===== src/inc/supervision_timer_pkg.sv =====
`default_nettype none
package supervision_timer_pkg;
  // Register indices; byte address is four times the index.
  localparam logic [3:0] ADDR_CONTROL = 4'h0;
  localparam logic [3:0] ADDR_CONFIG = 4'h1;
  localparam logic [3:0] ADDR_ALERT_CTRL = 4'h2;
  localparam logic [3:0] ADDR_IRQ_EN_CLEAR = 4'h4;
  localparam logic [3:0] ADDR_IRQ_EN_SET = 4'h5;
  localparam logic [3:0] ADDR_IRQ_FLAG = 4'h6;
  localparam logic [3:0] ADDR_STATUS = 4'h7;
  localparam logic [3:0] ADDR_SERVICE = 4'h8;
  localparam logic [3:0] ADDR_GUARD = 4'h9;
  localparam logic [3:0] ADDR_W = 4'h4;
  // Register fields, service key and timing constants.
  localparam int CTRL_ENABLE_BIT = 1;
  localparam int CTRL_WINDOW_BIT = 2;
  localparam int CTRL_LOCK_BIT = 7;
  localparam int ALERT_BIT = 0;
  localparam int CFG_PER_LSB = 0;
  localparam int CFG_WIN_LSB = 4;
  localparam logic [7:0] SERVICE_KEY = 8'ha5;
  localparam logic [3:0] PER_MAX = 4'h9;
  localparam logic [3:0] WIN_MAX = 4'hb;
  localparam logic [3:0] BASE_SHIFT = 4'h3;
  localparam int CNT_W = 15;
  localparam logic [CNT_W-1:0] CNT_ONE = 15'h0001;
  // Reset defaults, replaced by the user-row values on the first edge after reset.
  localparam logic [7:0] CONFIG_RESET = 8'hbb;
  localparam logic [3:0] ALERT_RESET = 4'hb;
  // Enable and disable take this many cycles to settle.
  localparam logic [1:0] SYNC_CYCLES = 2'h2;

  typedef struct packed {
    logic [3:0] addr;
    logic [7:0] wdata;
    logic wr;
    logic rd;
    logic from_debug;
  } bus_req_t;

  typedef struct packed {
    logic enable;
    logic window_en;
    logic lock;
    logic [7:0] config_val;
    logic [3:0] alert_offset;
  } user_row_t;
endpackage
`default_nettype wire


===== src/logic/supervision_timer.sv =====
// The strobed register port was left to the implementer.
`default_nettype none
module supervision_timer (
  input wire logic i_ref_clk,
  input wire logic i_arst_n,
  input wire supervision_timer_pkg::bus_req_t i_bus,
  input wire supervision_timer_pkg::user_row_t i_user_row,
  input wire logic i_guard_lock,
  output logic [7:0] o_rdata,
  output logic o_early_alert_irq,
  output logic o_system_reset,
  output logic o_running
);
  typedef enum logic [1:0] {ST_IDLE, ST_ENABLING, ST_RUN, ST_DISABLING} phase_t;

  typedef struct packed {
    phase_t phase;
    logic [1:0] sync_cnt;
    logic loaded;
    logic enable;
    logic window_en;
    logic lock;
    logic [7:0] config_val;
    logic [3:0] alert_offset;
    logic alert_en;
    logic alert_flag;
    logic in_open;
    logic [supervision_timer_pkg::CNT_W-1:0] count;
    logic pend_valid;
    logic [3:0] pend_addr;
    logic [7:0] pend_data;
    logic guard_meta;
    logic guard_sync;
    logic sys_reset;
    logic [7:0] rdata;
  } state_t;

  state_t s_q;
  state_t s_d;

  function automatic logic [supervision_timer_pkg::CNT_W-1:0] cycles(input logic [3:0] code);
    cycles = supervision_timer_pkg::CNT_ONE << (code + supervision_timer_pkg::BASE_SHIFT);
  endfunction

  logic [3:0] per_code;
  logic [3:0] win_code;
  logic [supervision_timer_pkg::CNT_W-1:0] period_len;
  logic [supervision_timer_pkg::CNT_W-1:0] closed_len;
  logic [supervision_timer_pkg::CNT_W-1:0] alert_at;
  logic [supervision_timer_pkg::CNT_W-1:0] limit;
  logic wr_ok;
  logic busy;
  logic timed_out;
  logic alert_set;

  always_comb
  begin
    per_code = s_q.config_val[supervision_timer_pkg::CFG_PER_LSB +: 4];
    win_code = s_q.config_val[supervision_timer_pkg::CFG_WIN_LSB +: 4];
    // Out-of-range codes saturate at the longest documented count.
    if (per_code > supervision_timer_pkg::PER_MAX)
    begin
      per_code = supervision_timer_pkg::PER_MAX;
    end
    if (win_code > supervision_timer_pkg::WIN_MAX)
    begin
      win_code = supervision_timer_pkg::WIN_MAX;
    end
    period_len = cycles(per_code);
    closed_len = cycles(win_code);
    alert_at = cycles(s_q.alert_offset > supervision_timer_pkg::WIN_MAX ?
                      supervision_timer_pkg::WIN_MAX : s_q.alert_offset);
    // In window mode the period field measures the open window only.
    limit = (s_q.window_en && !s_q.in_open) ? closed_len : period_len;
    // The debugger is never stopped by the write guard.
    wr_ok = i_bus.wr && (!s_q.guard_sync || i_bus.from_debug);
    busy = s_q.phase != ST_IDLE;
    timed_out = s_q.count >= limit - supervision_timer_pkg::CNT_ONE;
    alert_set = 1'b0;
    if (s_q.phase == ST_RUN && !s_q.window_en && alert_at < period_len
        && s_q.count == period_len - alert_at - supervision_timer_pkg::CNT_ONE)
    begin
      alert_set = 1'b1;
    end
    // In window mode the warning falls halfway through the open window.
    if (s_q.phase == ST_RUN && s_q.window_en && s_q.in_open && s_q.count == (period_len >> 1))
    begin
      alert_set = 1'b1;
    end
  end

  always_comb
  begin
    s_d = s_q;
    // The guard pin is asynchronous to this clock.
    // Only the second stage feeds the write gate, so a metastable first stage never reaches it.
    s_d.guard_meta = i_guard_lock;
    s_d.guard_sync = s_q.guard_meta;
    s_d.sys_reset = 1'b0;
    // Read data stands for one cycle only and falls back to zero after it.
    s_d.rdata = 8'h00;
    if (!s_q.loaded)
    begin
      // Settings are taken from the user row on the first edge after power-on.
      s_d.loaded = 1'b1;
      s_d.enable = i_user_row.enable;
      s_d.window_en = i_user_row.window_en;
      s_d.lock = i_user_row.lock;
      s_d.config_val = i_user_row.config_val;
      s_d.alert_offset = i_user_row.alert_offset;
      s_d.phase = i_user_row.enable ? ST_ENABLING : ST_IDLE;
      s_d.sync_cnt = supervision_timer_pkg::SYNC_CYCLES;
    end
    else
    begin
      unique case (s_q.phase)
        ST_IDLE:
        begin
          s_d.count = '0;
          s_d.in_open = 1'b0;
          // There is one held write slot, so a later write during disabling replaces an earlier one.
          // Software that needs both must wait until the timer reads as stopped.
          if (s_q.pend_valid)
          begin
            s_d.pend_valid = 1'b0;
            if (s_q.pend_addr == supervision_timer_pkg::ADDR_CONFIG)
            begin
              s_d.config_val = s_q.pend_data;
            end
            else if (s_q.pend_addr == supervision_timer_pkg::ADDR_ALERT_CTRL)
            begin
              s_d.alert_offset = s_q.pend_data[3:0];
            end
            else
            begin
              s_d.window_en = s_q.pend_data[supervision_timer_pkg::CTRL_WINDOW_BIT];
              s_d.lock = s_q.pend_data[supervision_timer_pkg::CTRL_LOCK_BIT];
            end
          end
        end
        ST_ENABLING, ST_DISABLING:
        begin
          // Enabling and disabling both settle for a fixed count before the phase changes.
          // Protected registers stay closed throughout, so a half-applied setting is never seen.
          s_d.sync_cnt = s_q.sync_cnt - 2'h1;
          if (s_q.sync_cnt == 2'h1)
          begin
            s_d.phase = (s_q.phase == ST_ENABLING) ? ST_RUN : ST_IDLE;
          end
        end
        ST_RUN:
        begin
          s_d.count = s_q.count + supervision_timer_pkg::CNT_ONE;
          if (alert_set)
          begin
            s_d.alert_flag = 1'b1;
          end
          if (timed_out)
          begin
            s_d.count = '0;
            if (s_q.window_en && !s_q.in_open)
            begin
              s_d.in_open = 1'b1;
            end
            else
            begin
              s_d.sys_reset = 1'b1;
              s_d.in_open = 1'b0;
            end
          end
        end
        default:
        begin
          s_d.phase = ST_IDLE;
        end
      endcase

      if (wr_ok)
      begin
        unique case (i_bus.addr)
          supervision_timer_pkg::ADDR_CONTROL:
          begin
            if (i_bus.wdata[supervision_timer_pkg::CTRL_ENABLE_BIT] && s_q.phase == ST_IDLE)
            begin
              s_d.enable = 1'b1;
              s_d.phase = ST_ENABLING;
              s_d.sync_cnt = supervision_timer_pkg::SYNC_CYCLES;
            end
            else if (!i_bus.wdata[supervision_timer_pkg::CTRL_ENABLE_BIT] && s_q.phase == ST_RUN
                     && !s_q.lock)
            begin
              s_d.enable = 1'b0;
              s_d.phase = ST_DISABLING;
              s_d.sync_cnt = supervision_timer_pkg::SYNC_CYCLES;
            end
            if (s_q.phase == ST_DISABLING)
            begin
              s_d.pend_valid = 1'b1;
              s_d.pend_addr = i_bus.addr;
              s_d.pend_data = i_bus.wdata;
            end
            else if (!busy && !i_bus.wdata[supervision_timer_pkg::CTRL_ENABLE_BIT])
            begin
              s_d.window_en = i_bus.wdata[supervision_timer_pkg::CTRL_WINDOW_BIT];
              s_d.lock = i_bus.wdata[supervision_timer_pkg::CTRL_LOCK_BIT];
            end
          end
          supervision_timer_pkg::ADDR_CONFIG, supervision_timer_pkg::ADDR_ALERT_CTRL:
          begin
            if (s_q.phase == ST_DISABLING)
            begin
              s_d.pend_valid = 1'b1;
              s_d.pend_addr = i_bus.addr;
              s_d.pend_data = i_bus.wdata;
            end
            else if (!busy)
            begin
              if (i_bus.addr == supervision_timer_pkg::ADDR_CONFIG)
              begin
                s_d.config_val = i_bus.wdata;
              end
              else
              begin
                s_d.alert_offset = i_bus.wdata[3:0];
              end
            end
          end
          supervision_timer_pkg::ADDR_IRQ_EN_CLEAR:
          begin
            if (i_bus.wdata[supervision_timer_pkg::ALERT_BIT])
            begin
              s_d.alert_en = 1'b0;
            end
          end
          supervision_timer_pkg::ADDR_IRQ_EN_SET:
          begin
            if (i_bus.wdata[supervision_timer_pkg::ALERT_BIT])
            begin
              s_d.alert_en = 1'b1;
            end
          end
          supervision_timer_pkg::ADDR_IRQ_FLAG:
          begin
            // A new alert raised in this same cycle keeps the flag set.
            if (i_bus.wdata[supervision_timer_pkg::ALERT_BIT] && !alert_set)
            begin
              s_d.alert_flag = 1'b0;
            end
          end
          supervision_timer_pkg::ADDR_SERVICE:
          begin
            // A wrong key resets even while stopped.
            // A runaway write into this register is therefore harmless only when the write guard refuses it.
            if (i_bus.wdata != supervision_timer_pkg::SERVICE_KEY)
            begin
              s_d.sys_reset = 1'b1;
            end
            // A correct key in the closed window is still too early and counts as a fault.
            else if (s_q.phase == ST_RUN && s_q.window_en && !s_q.in_open)
            begin
              s_d.sys_reset = 1'b1;
              s_d.count = '0;
            end
            else if (s_q.phase == ST_RUN)
            begin
              s_d.count = '0;
              s_d.in_open = 1'b0;
            end
          end
          default:
          begin
          end
        endcase
      end

      if (i_bus.rd)
      begin
        unique case (i_bus.addr)
          supervision_timer_pkg::ADDR_CONTROL:
            s_d.rdata = {s_q.lock, 4'h0, s_q.window_en, s_q.enable, 1'b0};
          supervision_timer_pkg::ADDR_CONFIG:
            s_d.rdata = s_q.config_val;
          supervision_timer_pkg::ADDR_ALERT_CTRL:
            s_d.rdata = {4'h0, s_q.alert_offset};
          supervision_timer_pkg::ADDR_IRQ_EN_CLEAR, supervision_timer_pkg::ADDR_IRQ_EN_SET:
            s_d.rdata = {7'h00, s_q.alert_en};
          supervision_timer_pkg::ADDR_IRQ_FLAG:
            s_d.rdata = {7'h00, s_q.alert_flag};
          supervision_timer_pkg::ADDR_STATUS:
            s_d.rdata = {5'h00, s_q.in_open, busy && s_q.phase != ST_RUN, s_q.phase == ST_RUN};
          supervision_timer_pkg::ADDR_GUARD:
            s_d.rdata = {7'h00, s_q.guard_sync};
          default:
            s_d.rdata = 8'h00;
        endcase
      end
    end
  end

  always_ff @(posedge i_ref_clk or negedge i_arst_n)
  begin
    if (!i_arst_n)
    begin
      s_q <= '{phase: ST_IDLE, sync_cnt: 2'h0, loaded: 1'b0, enable: 1'b0, window_en: 1'b0, lock: 1'b0,
               config_val: supervision_timer_pkg::CONFIG_RESET, alert_offset: supervision_timer_pkg::ALERT_RESET,
               alert_en: 1'b0, alert_flag: 1'b0, in_open: 1'b0, count: '0, pend_valid: 1'b0,
               pend_addr: 4'h0, pend_data: 8'h00, guard_meta: 1'b0, guard_sync: 1'b0,
               sys_reset: 1'b0, rdata: 8'h00};
    end
    else
    begin
      s_q <= s_d;
    end
  end

  assign o_rdata = s_q.rdata;
  assign o_early_alert_irq = s_q.alert_flag && s_q.alert_en;
  assign o_system_reset = s_q.sys_reset;
  assign o_running = s_q.phase == ST_RUN;
endmodule
`default_nettype wire


===== config.mk =====
export PLATFORM = sky130hd
export DESIGN_NAME = supervision_timer
export DESIGN_NICKNAME = d
export VERILOG_FILES = /design/src/inc/supervision_timer_pkg.sv /design/src/logic/supervision_timer.sv
export SDC_FILE = /design/constraint.sdc
export NUM_CORES = 1
export LEC_CHECK = 0
export ABC_AREA = 1
export BUFFER_PORTS_ARGS = -buffer_cell sky130_fd_sc_hd__buf_2
export CORE_MARGIN = 4
export CORE_UTILIZATION = 50
export CTS_BUF_LIST = sky130_fd_sc_hd__clkbuf_2
export CTS_CLUSTER_DIAMETER = 80
export CTS_CLUSTER_SIZE = 16
export DETAILED_ROUTE_END_ITERATION = 16
export MAX_ROUTING_LAYER = met4
export PLACE_DENSITY_LB_ADDON = 0.05
export SLEW_MARGIN = 20
export SYNTH_ARGS = -nofsm -noshare
export SYNTH_HDL_FRONTEND = slang
export SYNTH_SLANG_ARGS = --single-unit

===== constraint.sdc =====
create_clock -name i_ref_clk -period 3 [get_ports i_ref_clk]
set_clock_uncertainty 0.2 [all_clocks]
set_input_delay 0.15 -clock i_ref_clk [delete_from_list [all_inputs] [get_ports i_ref_clk]]
set_output_delay 0.15 -clock i_ref_clk [all_outputs]
set_load 0.05 [all_outputs]

After elaboration in Yosys (flattened, before gate mapping)
Cells that the tools add are included.

Word-level logic and storage cells: 155. Bits in registers: 62. Input port bits: 33.

Mux-type cells: 62. Add/subtract/negate cells: 8. Reduce and logical (&&, ||, !) cells: 35. $lt $le $gt $ge: 5. Equal/unequal tests: 23. Shift operators: 3.

Operators by type and width (count): 16-bit 2-to-1 mux (4); 8-bit one-hot mux with 7 select lines (1); 4-bit 2-to-1 mux (12); 46-bit 2-to-1 mux (1); 15-bit 2-to-1 mux (3); 1-bit by 4-bit << shifter with 15-bit output (first input constant) (3); 12-bit 2-to-1 mux (3); 16-bit one-hot mux with 2 select lines (1); 15-bit by 1-bit subtractor with 15-bit output (second input constant) (2); 14-bit 2-to-1 mux (2); 13-bit 2-to-1 mux (2); 8-bit 2-to-1 mux (3); 1-bit 2-to-1 mux (21); 4-bit by 3-bit == test with 1-bit output (second input constant) (4); 1-bit logical AND (16); 15-bit by 1-bit adder with 15-bit output (second input constant) (1); 15-bit by 14-bit == test with 1-bit output (1); 15-bit == test (1); 15-bit greater-or-equal comparator (1); 15-bit less-than comparator (1); 15-bit subtractor (1); 4-bit by 2-bit adder with 4-bit output (second input constant) (3); 4-bit greater-than comparator (second input constant) (3); 2-bit 2-to-1 mux (6); other kinds (23) (40).

Longest topological paths before layout
Gate-level depths: netlist (run 1).

Depth in word-level cells: 16. Mapped depth: 24. Mapped depth without buffers: 24.

Least setup slack after synthesis (run 1)
OpenSTA, ideal clock, no wires.

Path kind: reg-to-reg. From: reg s_q[53] in the netlist's numbering. To: reg s_q[27] in the netlist's numbering. Arrival time: 2.830 ns. Stages on the path, launching flop included: 22. Library setup time: 0.133 ns. Path slack: -0.163 ns. Required time: 2.667 ns. Cell sequence: dfstp_2 nand2_1 nand2_1 nor2_1 a22oi_4 nand3_2 nor3_4 nand2_2 nor2_4 nand2_1 nand2_1 nand2_1 ha_1 inv_1 nor2_1 nand2_1 nor3_1 nand2_1 and3_1 nand4_1 buf_2 o22ai_1.

Word-level cells in the longest chain between the ends: 14.

Ends and longest elaborated chain: start, declared (line supervision_timer.sv:38) `state_t s_q;`; start signal, assigned (line supervision_timer.sv:304) `s_q <= '{phase: ST_IDLE, sync_cnt: 2'h0, loaded: 1'b0, enable: 1'b0, window_en: 1'b0, lock: 1'b0,`; 4-bit greater-than comparator (line supervision_timer.sv:65) `if (win_code > supervision_timer_pkg::WIN_MAX)`; 4-bit 2-to-1 mux * (line supervision_timer.sv:65); 4-bit by 2-bit adder with 4-bit output * (line supervision_timer.sv:42) `cycles = supervision_timer_pkg::CNT_ONE << (code + supervision_timer_pkg::BASE_SHIFT);`; 1-bit by 4-bit << shifter with 15-bit output * (line supervision_timer.sv:42); 15-bit 2-to-1 mux * (line supervision_timer.sv:74) `limit = (s_q.window_en && !s_q.in_open) ? closed_len : period_len;`; 15-bit by 1-bit subtractor with 15-bit output * (line supervision_timer.sv:78) `timed_out = s_q.count >= limit - supervision_timer_pkg::CNT_ONE;`; 15-bit greater-or-equal comparator * (line supervision_timer.sv:78); 16-bit 2-to-1 mux * (line supervision_timer.sv:158) `if (timed_out)`; 16-bit one-hot mux with 2 select lines * (line supervision_timer.sv:116) `unique case (s_q.phase)`; 16-bit 2-to-1 mux (line supervision_timer.sv:264) `else if (s_q.phase == ST_RUN)`; 15-bit 2-to-1 mux (line supervision_timer.sv:259) `else if (s_q.phase == ST_RUN && s_q.window_en && !s_q.in_open)`; 16-bit 2-to-1 mux (line supervision_timer.sv:254) `if (i_bus.wdata != supervision_timer_pkg::SERVICE_KEY)`; 16-bit 2-to-1 mux (line supervision_timer.sv:180) `unique case (i_bus.addr)`; 46-bit 2-to-1 mux * (line supervision_timer.sv:178) `if (wr_ok)`.

Mark *: on every way between the ends. The rest lies on a longest branch, timed or not. The select of a mux whose other input is x is not followed. A chain may end at the register's enable or synchronous reset.

Worst setup path after layout (run 1)
From: reg s_q[53] in the netlist's numbering. To: reg s_q[33] in the netlist's numbering.

Same word-level chain as after synthesis.

==> implementation parameters, run 1 <==
Parameter                              Value

Clock tree
  CTS H-Tree Depth ... 3
  CTS Buf Count ... 9
  # clock sinks ... 62
  Clk slew on worst S/H paths ... 0.18 ns
  Number of buffers between clock root and the deepest sink ... 2
  Clock network latency to the later pin of the worst-skew pair ... slightly above 0.5 ns
  Clk root buf ... sky130_fd_sc_hd__clkbuf_2
  Clock tree from TritonCTS ... yes

Synth
  Proportion of synthesized chip area in sequential cells ... 0.276
  Synthesized flop and latch total ... 62
  Most used DFF post-synth ... sky130_fd_sc_hd__dfrtp_1
  Synthesized area ... 0.00566 mm2
  Synth area leaders ... sky130_fd_sc_hd__dfrtp_1 (23%), sky130_fd_sc_hd__nand2_1 (14%), sky130_fd_sc_hd__ha_1 (10%), sky130_fd_sc_hd__inv_1 (9.3%), sky130_fd_sc_hd__nor2_1 (6.4%)
  Number of warnings printed during yosys synthesis ... 0
  Average instance area after synthesis ... about 6.7 um2
  Share of the synthesized area in the top cell type ... 0.234
  Distinct cells, synth ... 45
  Count of flip-flops with a built-in enable after synthesis ... 0
  Largest area contributor in the netlist ... sky130_fd_sc_hd__dfrtp_1
  Number of standard cells after synthesis ... 842
  Fraction of synthesis flops using an asynchronous set or reset pin ... 1.00

Setup path
  Critical path capture point type ... flip-flop
  Dominant delay contributor by cell family on the critical path ... simple AND/OR/NAND/NOR gates
  Slowest stage cell, crit path ... sky130_fd_sc_hd__dfstp_2
  CP startpoint kind ... flip-flop
  Origin of the critical flop-to-flop path ... s_q[53]$_DFF_PN1_
  Worst path max stage delay ... 0.63 ns
  Critical path fanouts, max ... 14
  WS Path Type ... reg2reg
  Worst endpoint data arrival time ... between 3 and 4 ns
  Worst Path Required ... 3.22 ns
  Startpoint of the worst setup timing path ... s_q[53]$_DFF_PN1_
  Buffers plus inverters on the worst setup path ... 1
  Ordered list of cells on the worst path ... nand2_4 -> nand2_4 -> nor2_4 -> a22oi_4 -> nand3_4 -> nor3_4 -> nand2_2 -> nor2_4 -> xor2_1 -> ha_1 -> a21oi_2 -> o21ai_1 -> a21oi_2 -> and3_1 -> nand4_1 -> buf_12 -> o22ai_1

STA
  Minimum period implied by the final worst setup slack ... 3.28 ns
  Final worst path period share ... 1.09
  Achievable clock frequency ... a little over 0.3 GHz
  Worst-margin pin slew ... 0.770 ns
  Relative max-transition margin ... 0.487
  Slew Limit Fails ... 0
  Final number of setup-violating endpoints ... 17
  Count of endpoints failing hold in the final timing report ... 0
  Unrepaired setup endpoints after global routing ... yes
  Post-layout worst setup margin ... -0.281 ns

Routing
  Routed WL per cell ... 15.2 um
  Number of remaining DRC errors ... 0
  Remaining number of nets flagged by the antenna check after routing ... 0
  Iteration-0 DRC count of the detailed router ... 310
  Router iterations before antenna repair ... 5
  Number of vias per cell ... 5.30
  Total via count in the routed design ... between 6,000 and 7,000
  Routed WL ... between 15,000 and 20,000 um

Global routing
  Number of antenna violations at the first check in global routing ... 0
  Routing usage on met2 ... 0.480
  Largest net degree at the start of global routing ... 33
  Overall track demand over capacity in global routing ... 0.282
  Most Crowded Layer GR ... met2
  Global routing met3 resource utilization ... 0.0370
  Global-route wire length before repair ... about 29,000 um
  Number of global-route vias before repair ... 6,072
  Met1 usage ... 0.318
  Grt ovf ... 0

Finish
  Post-Layout Cell Count ... 1,169
  Synthesis-to-layout area growth ... 31.7%
  Nets ... 1,105
  N_diodes ... 0
  Share of cells above drive strength 1 ... 0.208
  Number of inserted filler cells in the final layout ... between 900 and 1,000

Run status
  Status ... complete, but fails checks
  Failing checks ... setup timing

Pwr
  VDD IR max ... 0.295 mV
  Leakage power total ... 3.84 nW
  Power density over cell area ... 337 mW/mm2

Floorplanning
  Die footprint ... 0.0131 mm2
  Floorplan die width ... 114 um
  Die height ... around 110 um
  Area inside the core boundary ... 0.0110 mm2
  Effective utilization at floorplan ... 0.515
  IO Count ... 44
  Number of rows created at floorplan ... 38

Run
  Count of maximum capacitance violations ... 0

Placement
  Port Buffers ... 43
  Number of placed instances, taps included ... 1,086
  Setup slack at placement ... -0.291 ns
  Last weighted congestion value of the routability-driven placer ... 0.951
  HPWL reported at the end of detailed placement ... 13,600 um

Worst hold path
  Path class of the lowest-slack min-delay path ... in2async
logic make-up after synthesis:
group                    after synthesis  synth area share
buffers and inverters                164             0.116
AO/OA/AOI/OAI                        132             0.137
AND/OR/NAND/NOR                      401             0.311
flip-flops                            62             0.276
adder cells (fa/ha/maj)               48             0.107
other                                  2           0.00133
XOR/XNOR                              33            0.0511
worst paths after layout:
path / cells after the start / slack, ns / endpoint
worst min-delay path: 2 / 0.03 / s_q[40]$_DFFE_PN0P_
worst max register to register: 17 / -0.28 / s_q[33]$_DFFE_PN0P_
min in group i_ref_clk: 2 / 0.08 / s_d[9]$_DFF_PN0_
worst max-delay path: 17 / -0.28 / s_q[33]$_DFFE_PN0P_
worst min register to register: 0 / 0.19 / s_q[9]$_DFF_PN0_
max in group asynchronous: 3 / 1.77 / s_q[16]$_DFFE_PN0P_
flip-flops by register name (all words and copies together), names as in the netlist:
register        flops
s_d                 1
o_rdata             8
s_q                52
o_system_reset      1
cells in the final DEF, fill, tap and decap left out, types with 4 or more instances in the layout:
master / n
sky130_fd_sc_hd__dfrtp_1: 52
sky130_fd_sc_hd__clkbuf_2: 11
sky130_fd_sc_hd__a21oi_2: 5
sky130_fd_sc_hd__o22ai_1: 23
sky130_fd_sc_hd__nand2_2: 11
sky130_fd_sc_hd__buf_4: 74
sky130_fd_sc_hd__nand3_1: 29
sky130_fd_sc_hd__ha_1: 44
sky130_fd_sc_hd__nand2_1: 195
sky130_fd_sc_hd__o21ai_0: 33
sky130_fd_sc_hd__dlygate4sd3_1: 54
sky130_fd_sc_hd__inv_1: 135
sky130_fd_sc_hd__nor4_1: 6
sky130_fd_sc_hd__nor3_1: 11
sky130_fd_sc_hd__buf_2: 43
sky130_fd_sc_hd__nor2_4: 8
sky130_fd_sc_hd__inv_2: 8
sky130_fd_sc_hd__conb_1: 21
sky130_fd_sc_hd__nor3_4: 4
sky130_fd_sc_hd__o21ai_1: 6
sky130_fd_sc_hd__a21oi_1: 34
sky130_fd_sc_hd__nand4_1: 22
sky130_fd_sc_hd__o211ai_1: 11
sky130_fd_sc_hd__xnor2_1: 9
sky130_fd_sc_hd__nor2_1: 87
sky130_fd_sc_hd__xor2_1: 24
sky130_fd_sc_hd__dfstp_2: 9
sky130_fd_sc_hd__nor2_2: 11
Yosys cell counts (2+ instances only):
cell and n:
sky130_fd_sc_hd__clkbuf_1 6, sky130_fd_sc_hd__nor2_2 7, sky130_fd_sc_hd__nand3_1 31, sky130_fd_sc_hd__nand3b_1 3, sky130_fd_sc_hd__nor3_2 3, sky130_fd_sc_hd__nand2_2 3
sky130_fd_sc_hd__o22ai_1 24, sky130_fd_sc_hd__o21ai_0 41, sky130_fd_sc_hd__nand4_1 22, sky130_fd_sc_hd__a21oi_1 39, sky130_fd_sc_hd__nor3_1 14, sky130_fd_sc_hd__ha_1 47
sky130_fd_sc_hd__a221oi_1 2, sky130_fd_sc_hd__o211ai_1 11, sky130_fd_sc_hd__o21bai_1 2, sky130_fd_sc_hd__o21a_1 2, sky130_fd_sc_hd__nor4_1 6, sky130_fd_sc_hd__dfrtp_1 53
sky130_fd_sc_hd__nor2_1 97, sky130_fd_sc_hd__xnor2_1 9, sky130_fd_sc_hd__conb_1 2, sky130_fd_sc_hd__inv_2 3, sky130_fd_sc_hd__buf_2 5, sky130_fd_sc_hd__xor2_1 24
sky130_fd_sc_hd__nand2_1 205, sky130_fd_sc_hd__a21boi_0 2, sky130_fd_sc_hd__buf_4 9, sky130_fd_sc_hd__nand3_2 2, sky130_fd_sc_hd__inv_1 141, sky130_fd_sc_hd__nor2_4 2
sky130_fd_sc_hd__dfstp_2 9, sky130_fd_sc_hd__a31oi_1 3
cell type report:
cell class	instances	area, um2	area share
clock buffer	11	55.1	0.00738
multi-input combinational	635	3740	0.501
timing repair buffer	172	1330	0.178
inverter	144	543	0.0728
tap	140	175	0.0235
clock inverter	5	50.0	0.00671
sequential	62	1560	0.210
what timing repair did:
action / 4_1_cts / 5_1_grt
endpoints found under the setup margin: 18 / 27
endpoints found under the hold margin: 76 / 0
resized for setup: 15 / 48
hold buffers: 54 / 0
setup buffers: 6 / 7
pin swaps: 0 / 12
where the power goes:
part	leakage (nW)	switching (mW)	internal [mW]
Combinational	2.99	0.611	0.454
Clock	0.0670	0.306	0.193
Sequential	0.787	0.0541	0.896
per-stage QoR:
step           power, mW  hold slack [ns]  cell area (um2)  setup TNS, ns  utilization
2_1_floorplan       1.54           -0.346             5760         -0.696            -
3_3_place_gp        1.82           0.0539             6510          -1.90        0.593
3_5_place_dp        1.85           0.0672             6510          -4.28        0.593
4_1_cts             2.44          0.00335             7230          -3.97        0.659
5_1_grt             2.69           0.0399             7460          -7.54        0.679
6_report            2.51           0.0307             7460          -4.49        0.679
metal layers:
layer,routed length [um],part of all wire,up-vias
li1,-,-,3057
met1,7220,0.41,2858
met2,8890,0.50,219
met3,746,0.042,67
met4,949,0.053,0
met5,0,0,-
Note: power is estimated with default switching activity, not from simulation.
==> run 2: changes to the inputs <==
- MAX_ROUTING_LAYER: met4 -> unset
==> run 2 against run 1 <==
Compared with the run above: the flow still finishes with violations (setup timing); sequential share of layout area fell by 0.35 points; first-iteration DRC count fell by 22%; hold slack better by 0.0045 ns; die area unchanged; via count increased by 0.21%; clock-buffer cell count is the same; clock power shrank 0.8%; combinational power about the same; design area up 1.6%; critical path type unchanged; largest cell class unchanged; largest power group unchanged.
==> implementation parameters, run 2 (synthesis results as in run 1) <==
Parameter                              Value

Routing
  Routed WL per cell ... 15.4 um
  Router iterations before antenna repair ... 6
  Number of remaining DRC errors ... 0
  Total via count in the routed design ... around 6,200
  Remaining number of nets flagged by the antenna check after routing ... 0
  Number of vias per cell ... roughly 5.3
  Iteration-0 DRC count of the detailed router ... 241
  Routed WL ... 18,000 um

Finish
  Commonest cells after routing, fill and taps aside ... sky130_fd_sc_hd__nand2_1 (194), sky130_fd_sc_hd__inv_1 (139), sky130_fd_sc_hd__nor2_1 (83)
  Most common cell after layout, fill and taps aside ... sky130_fd_sc_hd__nand2_1
  Flip-flop count of the largest register, all copies and words added ... 52
  Share of cells above drive strength 1 ... 0.223
  Register with the most flip-flops ... s_q
  Nets ... 1,101
  Number of inserted filler cells in the final layout ... 941
  N_diodes ... 0
  Synthesis-to-layout area growth ... 33.9%
  Fraction of the core area covered by cells at the end of the flow ... 0.690

Setup path
  CP startpoint kind ... flip-flop
  Worst endpoint data arrival time ... 3.62 ns
  Critical path capture point type ... flip-flop
  R2R Setup Slk ... -0.37 ns
  Critical path fanouts, max ... 7
  WS Path Type ... reg2reg
  Worst Path Required ... 3.24 ns

STA
  Tightest hold margin ... 0.0351 ns
  Slew Limit Fails ... 0
  Final number of setup-violating endpoints ... 17
  Post-layout worst setup margin ... -0.373 ns
  Count of endpoints failing hold in the final timing report ... 0
  Minimum period implied by the final worst setup slack ... 3.37 ns
  Final worst path period share ... 1.12
  Worst-margin pin slew ... 0.780 ns
  Relative max-transition margin ... 0.480
  Unrepaired setup endpoints after global routing ... yes
  Achievable clock frequency ... ~0.30 GHz

Clock tree
  Clk slew on worst S/H paths ... 0.18 ns
  # clock sinks ... 62
  CTS Buf Count ... 9
  Number of buffers between clock root and the deepest sink ... 2
  Clock network latency to the later pin of the worst-skew pair ... 0.51 ns
  Clk root buf ... sky130_fd_sc_hd__clkbuf_2
  Clock tree from TritonCTS ... yes
  CTS H-Tree Depth ... 3

Global routing
  Largest net degree at the start of global routing ... 34
  Global-route wire length before repair ... ~29,000 um
  Overall track demand over capacity in global routing ... 0.276
  Grt ovf ... 0
  Number of antenna violations at the first check in global routing ... 0
  Number of global-route vias before repair ... between 6,000 and 7,000

Floorplanning
  Floorplan die width ... 114 um
  Number of rows created at floorplan ... 38
  IO Count ... 44
  Area inside the core boundary ... 0.0110 mm2
  Effective utilization at floorplan ... 0.515
  Die height ... 114 um
  Die footprint ... 0.0131 mm2

Pwr
  Power density over cell area ... 333 mW/mm2
  VDD IR max ... 0.290 mV
  Leakage power total ... 3.85 nW

Placement
  HPWL reported at the end of detailed placement ... about 14,000 um
  Port Buffers ... 43
  Last weighted congestion value of the routability-driven placer ... 0.943

Run status
  Failing checks ... setup timing
  Status ... complete, but fails checks

Run
  Count of maximum capacitance violations ... 0

Worst hold path
  Path class of the lowest-slack min-delay path ... in2async
run 2: worst paths after layout:
kind | from | endpoint | cells past startpoint
max | s_q[53]$_DFF_PN1_ | s_q[38]$_DFFE_PN0P_ | 20
min | i_arst_n | s_q[20]$_DFFE_PN0P_ | 2
max reg2reg | s_q[53]$_DFF_PN1_ | s_q[38]$_DFFE_PN0P_ | 20
min reg2reg | s_d[9]$_DFF_PN0_ | s_q[9]$_DFF_PN0_ | 0
max in group asynchronous | i_arst_n | s_q[49]$_DFF_PN1_ | 3
min in group i_ref_clk | i_guard_lock | s_d[9]$_DFF_PN0_ | 2
run 2: repair_timing:
action	in CTS	in global routing
hold buffers	54	0
setup buffers	1	8
hold endpoints to repair	97	0
gates cloned	0	1
pin swaps	4	8
endpoints found under the setup margin	18	27
resized for setup	12	69
run 2: through the flow:
step | worst slack [ns] | power [mW] | instance area, um2 | instances | TNS, ns
after detailed placement | -0.346 | 1.85 | 6520 | 1085 | -5.11
after floorplan | -0.0696 | 1.54 | 5760 | 861 | -0.696
after CTS | -0.324 | 2.42 | 7190 | 1156 | -4.86
final | -0.373 | 2.53 | 7580 | 1165 | -5.41
after global routing | -0.585 | 2.71 | 7580 | 1165 | -8.91
after global placement | -0.143 | 1.82 | 6520 | 1085 | -1.88
run 2: cell type report:
type,count,area [um2],share of cell area
inverter,144,541,0.0713
clock inverter,5,50.0,0.00660
clock buffer,11,55.1,0.00726
sequential,62,1560,0.206
tap,140,175,0.0231
timing repair buffer,168,1340,0.176
multi-input combinational,635,3860,0.509
run 2: routing by layer:
metal  vias to the layer above  part of all wire  GRT usage
met5                         -                 0          0
met4                         0             0.050      0.156
met3                        59             0.045     0.0396
met2                       205              0.50      0.487
met1                      2907              0.41      0.317
li1                       3043                 -          -
run 2: worst max-delay path, stage by stage (launching register included):
cell and delay [ns]:
sky130_fd_sc_hd__dfstp_2 0.62, sky130_fd_sc_hd__nand2_4 0.07, sky130_fd_sc_hd__nand2_4 0.07, sky130_fd_sc_hd__nor2_2 0.05, sky130_fd_sc_hd__a22oi_4 0.20, sky130_fd_sc_hd__nand3_4 0.11, sky130_fd_sc_hd__nor3_4 0.16, sky130_fd_sc_hd__nand2_2 0.13
sky130_fd_sc_hd__nor2_4 0.12, sky130_fd_sc_hd__nand4_1 0.10, sky130_fd_sc_hd__ha_1 0.31, sky130_fd_sc_hd__nand2_2 0.09, sky130_fd_sc_hd__nor2_2 0.04, sky130_fd_sc_hd__nand2_2 0.08, sky130_fd_sc_hd__inv_1 0.07, sky130_fd_sc_hd__a21oi_2 0.18
sky130_fd_sc_hd__and3_4 0.20, sky130_fd_sc_hd__nand4_1 0.09, sky130_fd_sc_hd__buf_6 0.16, sky130_fd_sc_hd__clkbuf_16 0.16, sky130_fd_sc_hd__o21ai_2 0.10
run 2: where the power goes:
| part | internal, mW | leakage [nW] | switching [mW] |
|---|---|---|---|
| Combinational | 0.462 | 2.99 | 0.619 |
| Clock | 0.193 | 0.0670 | 0.302 |
| Sequential | 0.896 | 0.788 | 0.0549 |
| Total | 1.55 | 3.85 | 0.976 |
==> run 3: changes to the inputs <==
- SKIP_LAST_GASP: unset -> 1
==> run 3 against run 2 <==
Compared with the run above: the flow still finishes with violations (setup timing); cell count did not move; sequential power barely moved; hold slack got worse by 0.0085 ns; clock-buffer cell count did not move; flip-flop and latch count did not move; critical path depth did not move; wire length rose by 0.33%; die area did not move; setup slack improved by 0.0033 ns; via count rose by 0.18%; maximum frequency barely moved; non-clock buffer count did not move; largest cell class unchanged; highest routed layer unchanged.
==> implementation parameters, run 3 (synthesis results as in run 1) <==
Parameter                              Value

Setup path
  Worst endpoint data arrival time ... about 3.6 ns
  Critical path capture point type ... flip-flop
  CP startpoint kind ... flip-flop
  Critical path fanouts, max ... 7
  Ordered list of cells on the worst path ... nand2_4 -> nand2_4 -> nor2_2 -> a22oi_4 -> nand3_4 -> nor3_4 -> nand2_2 -> nor2_4 -> nand4_1 -> ha_1 -> nand2_2 -> nor2_2 -> nand2_2 -> inv_1 -> a21oi_2 -> and3_4 -> nand4_1 -> buf_6 -> buf_12 -> o21ai_0
  Destination of the worst register-to-register timing path ... s_q[37]$_DFFE_PN0P_
  Origin of the critical flop-to-flop path ... s_q[53]$_DFF_PN1_
  Most common cell type on the critical path ... sky130_fd_sc_hd__nand2_2
  WS Path Type ... reg2reg
  Dominant delay contributor by cell family on the critical path ... simple AND/OR/NAND/NOR gates
  Worst Path Required ... 3.24 ns
  Path depth of the worst reg2reg path ... 20
  Worst path max stage delay ... around 0.62 ns
  Slowest stage cell, crit path ... sky130_fd_sc_hd__dfstp_2
  Buffers plus inverters on the worst setup path ... 3
  R2R Setup Slk ... -0.37 ns

Global routing
  Grt ovf ... 0
  Overall track demand over capacity in global routing ... 0.276
  Number of global-route vias before repair ... 6,135
  Global-route wire length before repair ... 28,700 um
  Number of antenna violations at the first check in global routing ... 0
  Largest net degree at the start of global routing ... 34

STA
  Post-layout worst setup margin ... -0.370 ns
  Final worst path period share ... 1.12
  Unrepaired setup endpoints after global routing ... yes
  Count of endpoints failing hold in the final timing report ... 0
  Worst-margin pin slew ... around 0.79 ns
  Minimum period implied by the final worst setup slack ... 3.37 ns
  Final number of setup-violating endpoints ... 17
  Setup tns final ... -5.43 ns
  Tightest hold margin ... 0.0266 ns
  Relative max-transition margin ... 0.476
  Achievable clock frequency ... 0.297 GHz
  Slew Limit Fails ... 0

Clock tree
  Number of buffers between clock root and the deepest sink ... 2
  CTS H-Tree Depth ... 3
  Clk root buf ... sky130_fd_sc_hd__clkbuf_2
  # clock sinks ... 62
  CTS Buf Count ... 9
  Clk slew on worst S/H paths ... 0.19 ns
  Clock tree from TritonCTS ... yes
  Clock network latency to the later pin of the worst-skew pair ... 0.52 ns

Finish
  Most common cell after layout, fill and taps aside ... sky130_fd_sc_hd__nand2_1
  Commonest cells after routing, fill and taps aside ... sky130_fd_sc_hd__nand2_1 (195), sky130_fd_sc_hd__inv_1 (139), sky130_fd_sc_hd__nor2_1 (83)
  Register with the most flip-flops ... s_q
  Synthesis-to-layout area growth ... 33.3%
  Share of cells above drive strength 1 ... 0.217
  Nets ... about 1,100
  Fraction of the core area covered by cells at the end of the flow ... 0.687
  N_diodes ... 0
  Flip-flop count of the largest register, all copies and words added ... 52

Pwr
  Power density over cell area ... around 330 mW/mm2
  Leakage power total ... 3.84 nW
  VDD IR max ... approximately 0.29 mV

Routing
  Remaining number of nets flagged by the antenna check after routing ... 0
  Total via count in the routed design ... approximately 6,200
  Routed WL ... between 15,000 and 20,000 um
  Iteration-0 DRC count of the detailed router ... 262
  Number of vias per cell ... around 5.3
  Routed WL per cell ... 15.5 um
  Router iterations before antenna repair ... 5
  Number of remaining DRC errors ... 0

Placement
  Last weighted congestion value of the routability-driven placer ... 0.943
  HPWL reported at the end of detailed placement ... 13,600 um
  Setup slack at placement ... -0.346 ns
  Port Buffers ... 43

Floorplanning
  Number of rows created at floorplan ... 38
  Die height ... 114 um
  IO Count ... 44
  Die footprint ... approximately 0.013 mm2
  Floorplan die width ... around 110 um
  Area inside the core boundary ... 0.0110 mm2
  Effective utilization at floorplan ... 0.515

Run
  Count of maximum capacitance violations ... 0

Run status
  Status ... complete, but fails checks
  Failing checks ... setup timing

Worst hold path
  Path class of the lowest-slack min-delay path ... in2async
## run 3: changes by cell type in the layout (fill, tap and decap cells not counted)
cell,previous run,this run
sky130_fd_sc_hd__o22ai_1,13,16
sky130_fd_sc_hd__o22ai_2,10,7
sky130_fd_sc_hd__o21ai_0,33,35
sky130_fd_sc_hd__o21ai_2,6,4
sky130_fd_sc_hd__a21oi_1,30,31
sky130_fd_sc_hd__a21oi_2,9,8
sky130_fd_sc_hd__nand2_1,194,195
sky130_fd_sc_hd__nand2_2,12,11
## run 3: area by class of cell
cell class,count,area (um2)
tap,140,175
clock buffer,11,55.1
timing repair buffer,168,1340
clock inverter,5,50.0
inverter,144,541
fill,939,3440
multi-input combinational,635,3830
sequential,62,1560
## run 3: layer usage
layer  vias up  GRT usage  part of all wire
li1       3047          -                 -
met1      2910      0.317              0.41
met5         -          0                 0
met4         0      0.156             0.048
met2       214      0.487              0.50
met3        54     0.0396             0.046
## run 3: timing repair
action | 4_1_cts | 5_1_grt
gates resized for setup | 10 | 62
hold endpoints to repair | 97 | 0
buffers inserted | 1 | 8
pin swaps | 4 | 11
cloned | 0 | 1
hold buffers | 54 | 0
endpoints found under the setup margin | 18 | 27
## run 3: worst register-to-register path: stages, from the launching register on
cell and delay [ns]:
sky130_fd_sc_hd__dfstp_2 0.62, sky130_fd_sc_hd__nand2_4 0.07, sky130_fd_sc_hd__nand2_4 0.07, sky130_fd_sc_hd__nor2_2 0.05, sky130_fd_sc_hd__a22oi_4 0.20, sky130_fd_sc_hd__nand3_4 0.11, sky130_fd_sc_hd__nor3_4 0.16, sky130_fd_sc_hd__nand2_2 0.13
sky130_fd_sc_hd__nor2_4 0.12, sky130_fd_sc_hd__nand4_1 0.10, sky130_fd_sc_hd__ha_1 0.31, sky130_fd_sc_hd__nand2_2 0.09, sky130_fd_sc_hd__nor2_2 0.04, sky130_fd_sc_hd__nand2_2 0.08, sky130_fd_sc_hd__inv_1 0.06, sky130_fd_sc_hd__a21oi_2 0.17
sky130_fd_sc_hd__and3_4 0.20, sky130_fd_sc_hd__nand4_1 0.09, sky130_fd_sc_hd__buf_6 0.16, sky130_fd_sc_hd__buf_12 0.13, sky130_fd_sc_hd__o21ai_0 0.13
## run 3: worst max-delay path by stage
| stage | endpoint | cells after the start | slack, ns | startpoint |
|---|---|---|---|---|
| 3_5_place_dp | s_q[25]$_DFFE_PN0P_ | 20 | -0.35 | s_q[46]$_DFF_PN1_ |
| 4_1_cts | s_q[25]$_DFFE_PN0P_ | 22 | -0.34 | s_q[53]$_DFF_PN1_ |
| 2_1_floorplan | s_q[27]$_DFFE_PN0P_ | 21 | -0.07 | s_q[49]$_DFF_PN1_ |
| 3_3_place_gp | s_q[25]$_DFFE_PN0P_ | 20 | -0.14 | s_q[53]$_DFF_PN1_ |
| 6_report | s_q[37]$_DFFE_PN0P_ | 20 | -0.37 | s_q[53]$_DFF_PN1_ |
| 5_1_grt | s_q[38]$_DFFE_PN0P_ | 18 | -0.61 | s_q[53]$_DFF_PN1_ |
## run 3: stage by stage
step	power (mW)	cell area [um2]	std cells
2_1_floorplan	1.54	5760	861
3_3_place_gp	1.82	6520	1085
3_5_place_dp	1.85	6520	1085
4_1_cts	2.42	7190	1156
5_1_grt	2.71	7550	1165
6_report	2.52	7550	1165
## run 3: where the power goes
part           total [mW]  internal, mW  leakage (nW)  switching, mW
Combinational        1.08         0.460          2.99          0.617
Sequential          0.950         0.896         0.788         0.0540
Clock               0.497         0.193        0.0670          0.304
Total                2.52          1.55          3.84          0.975
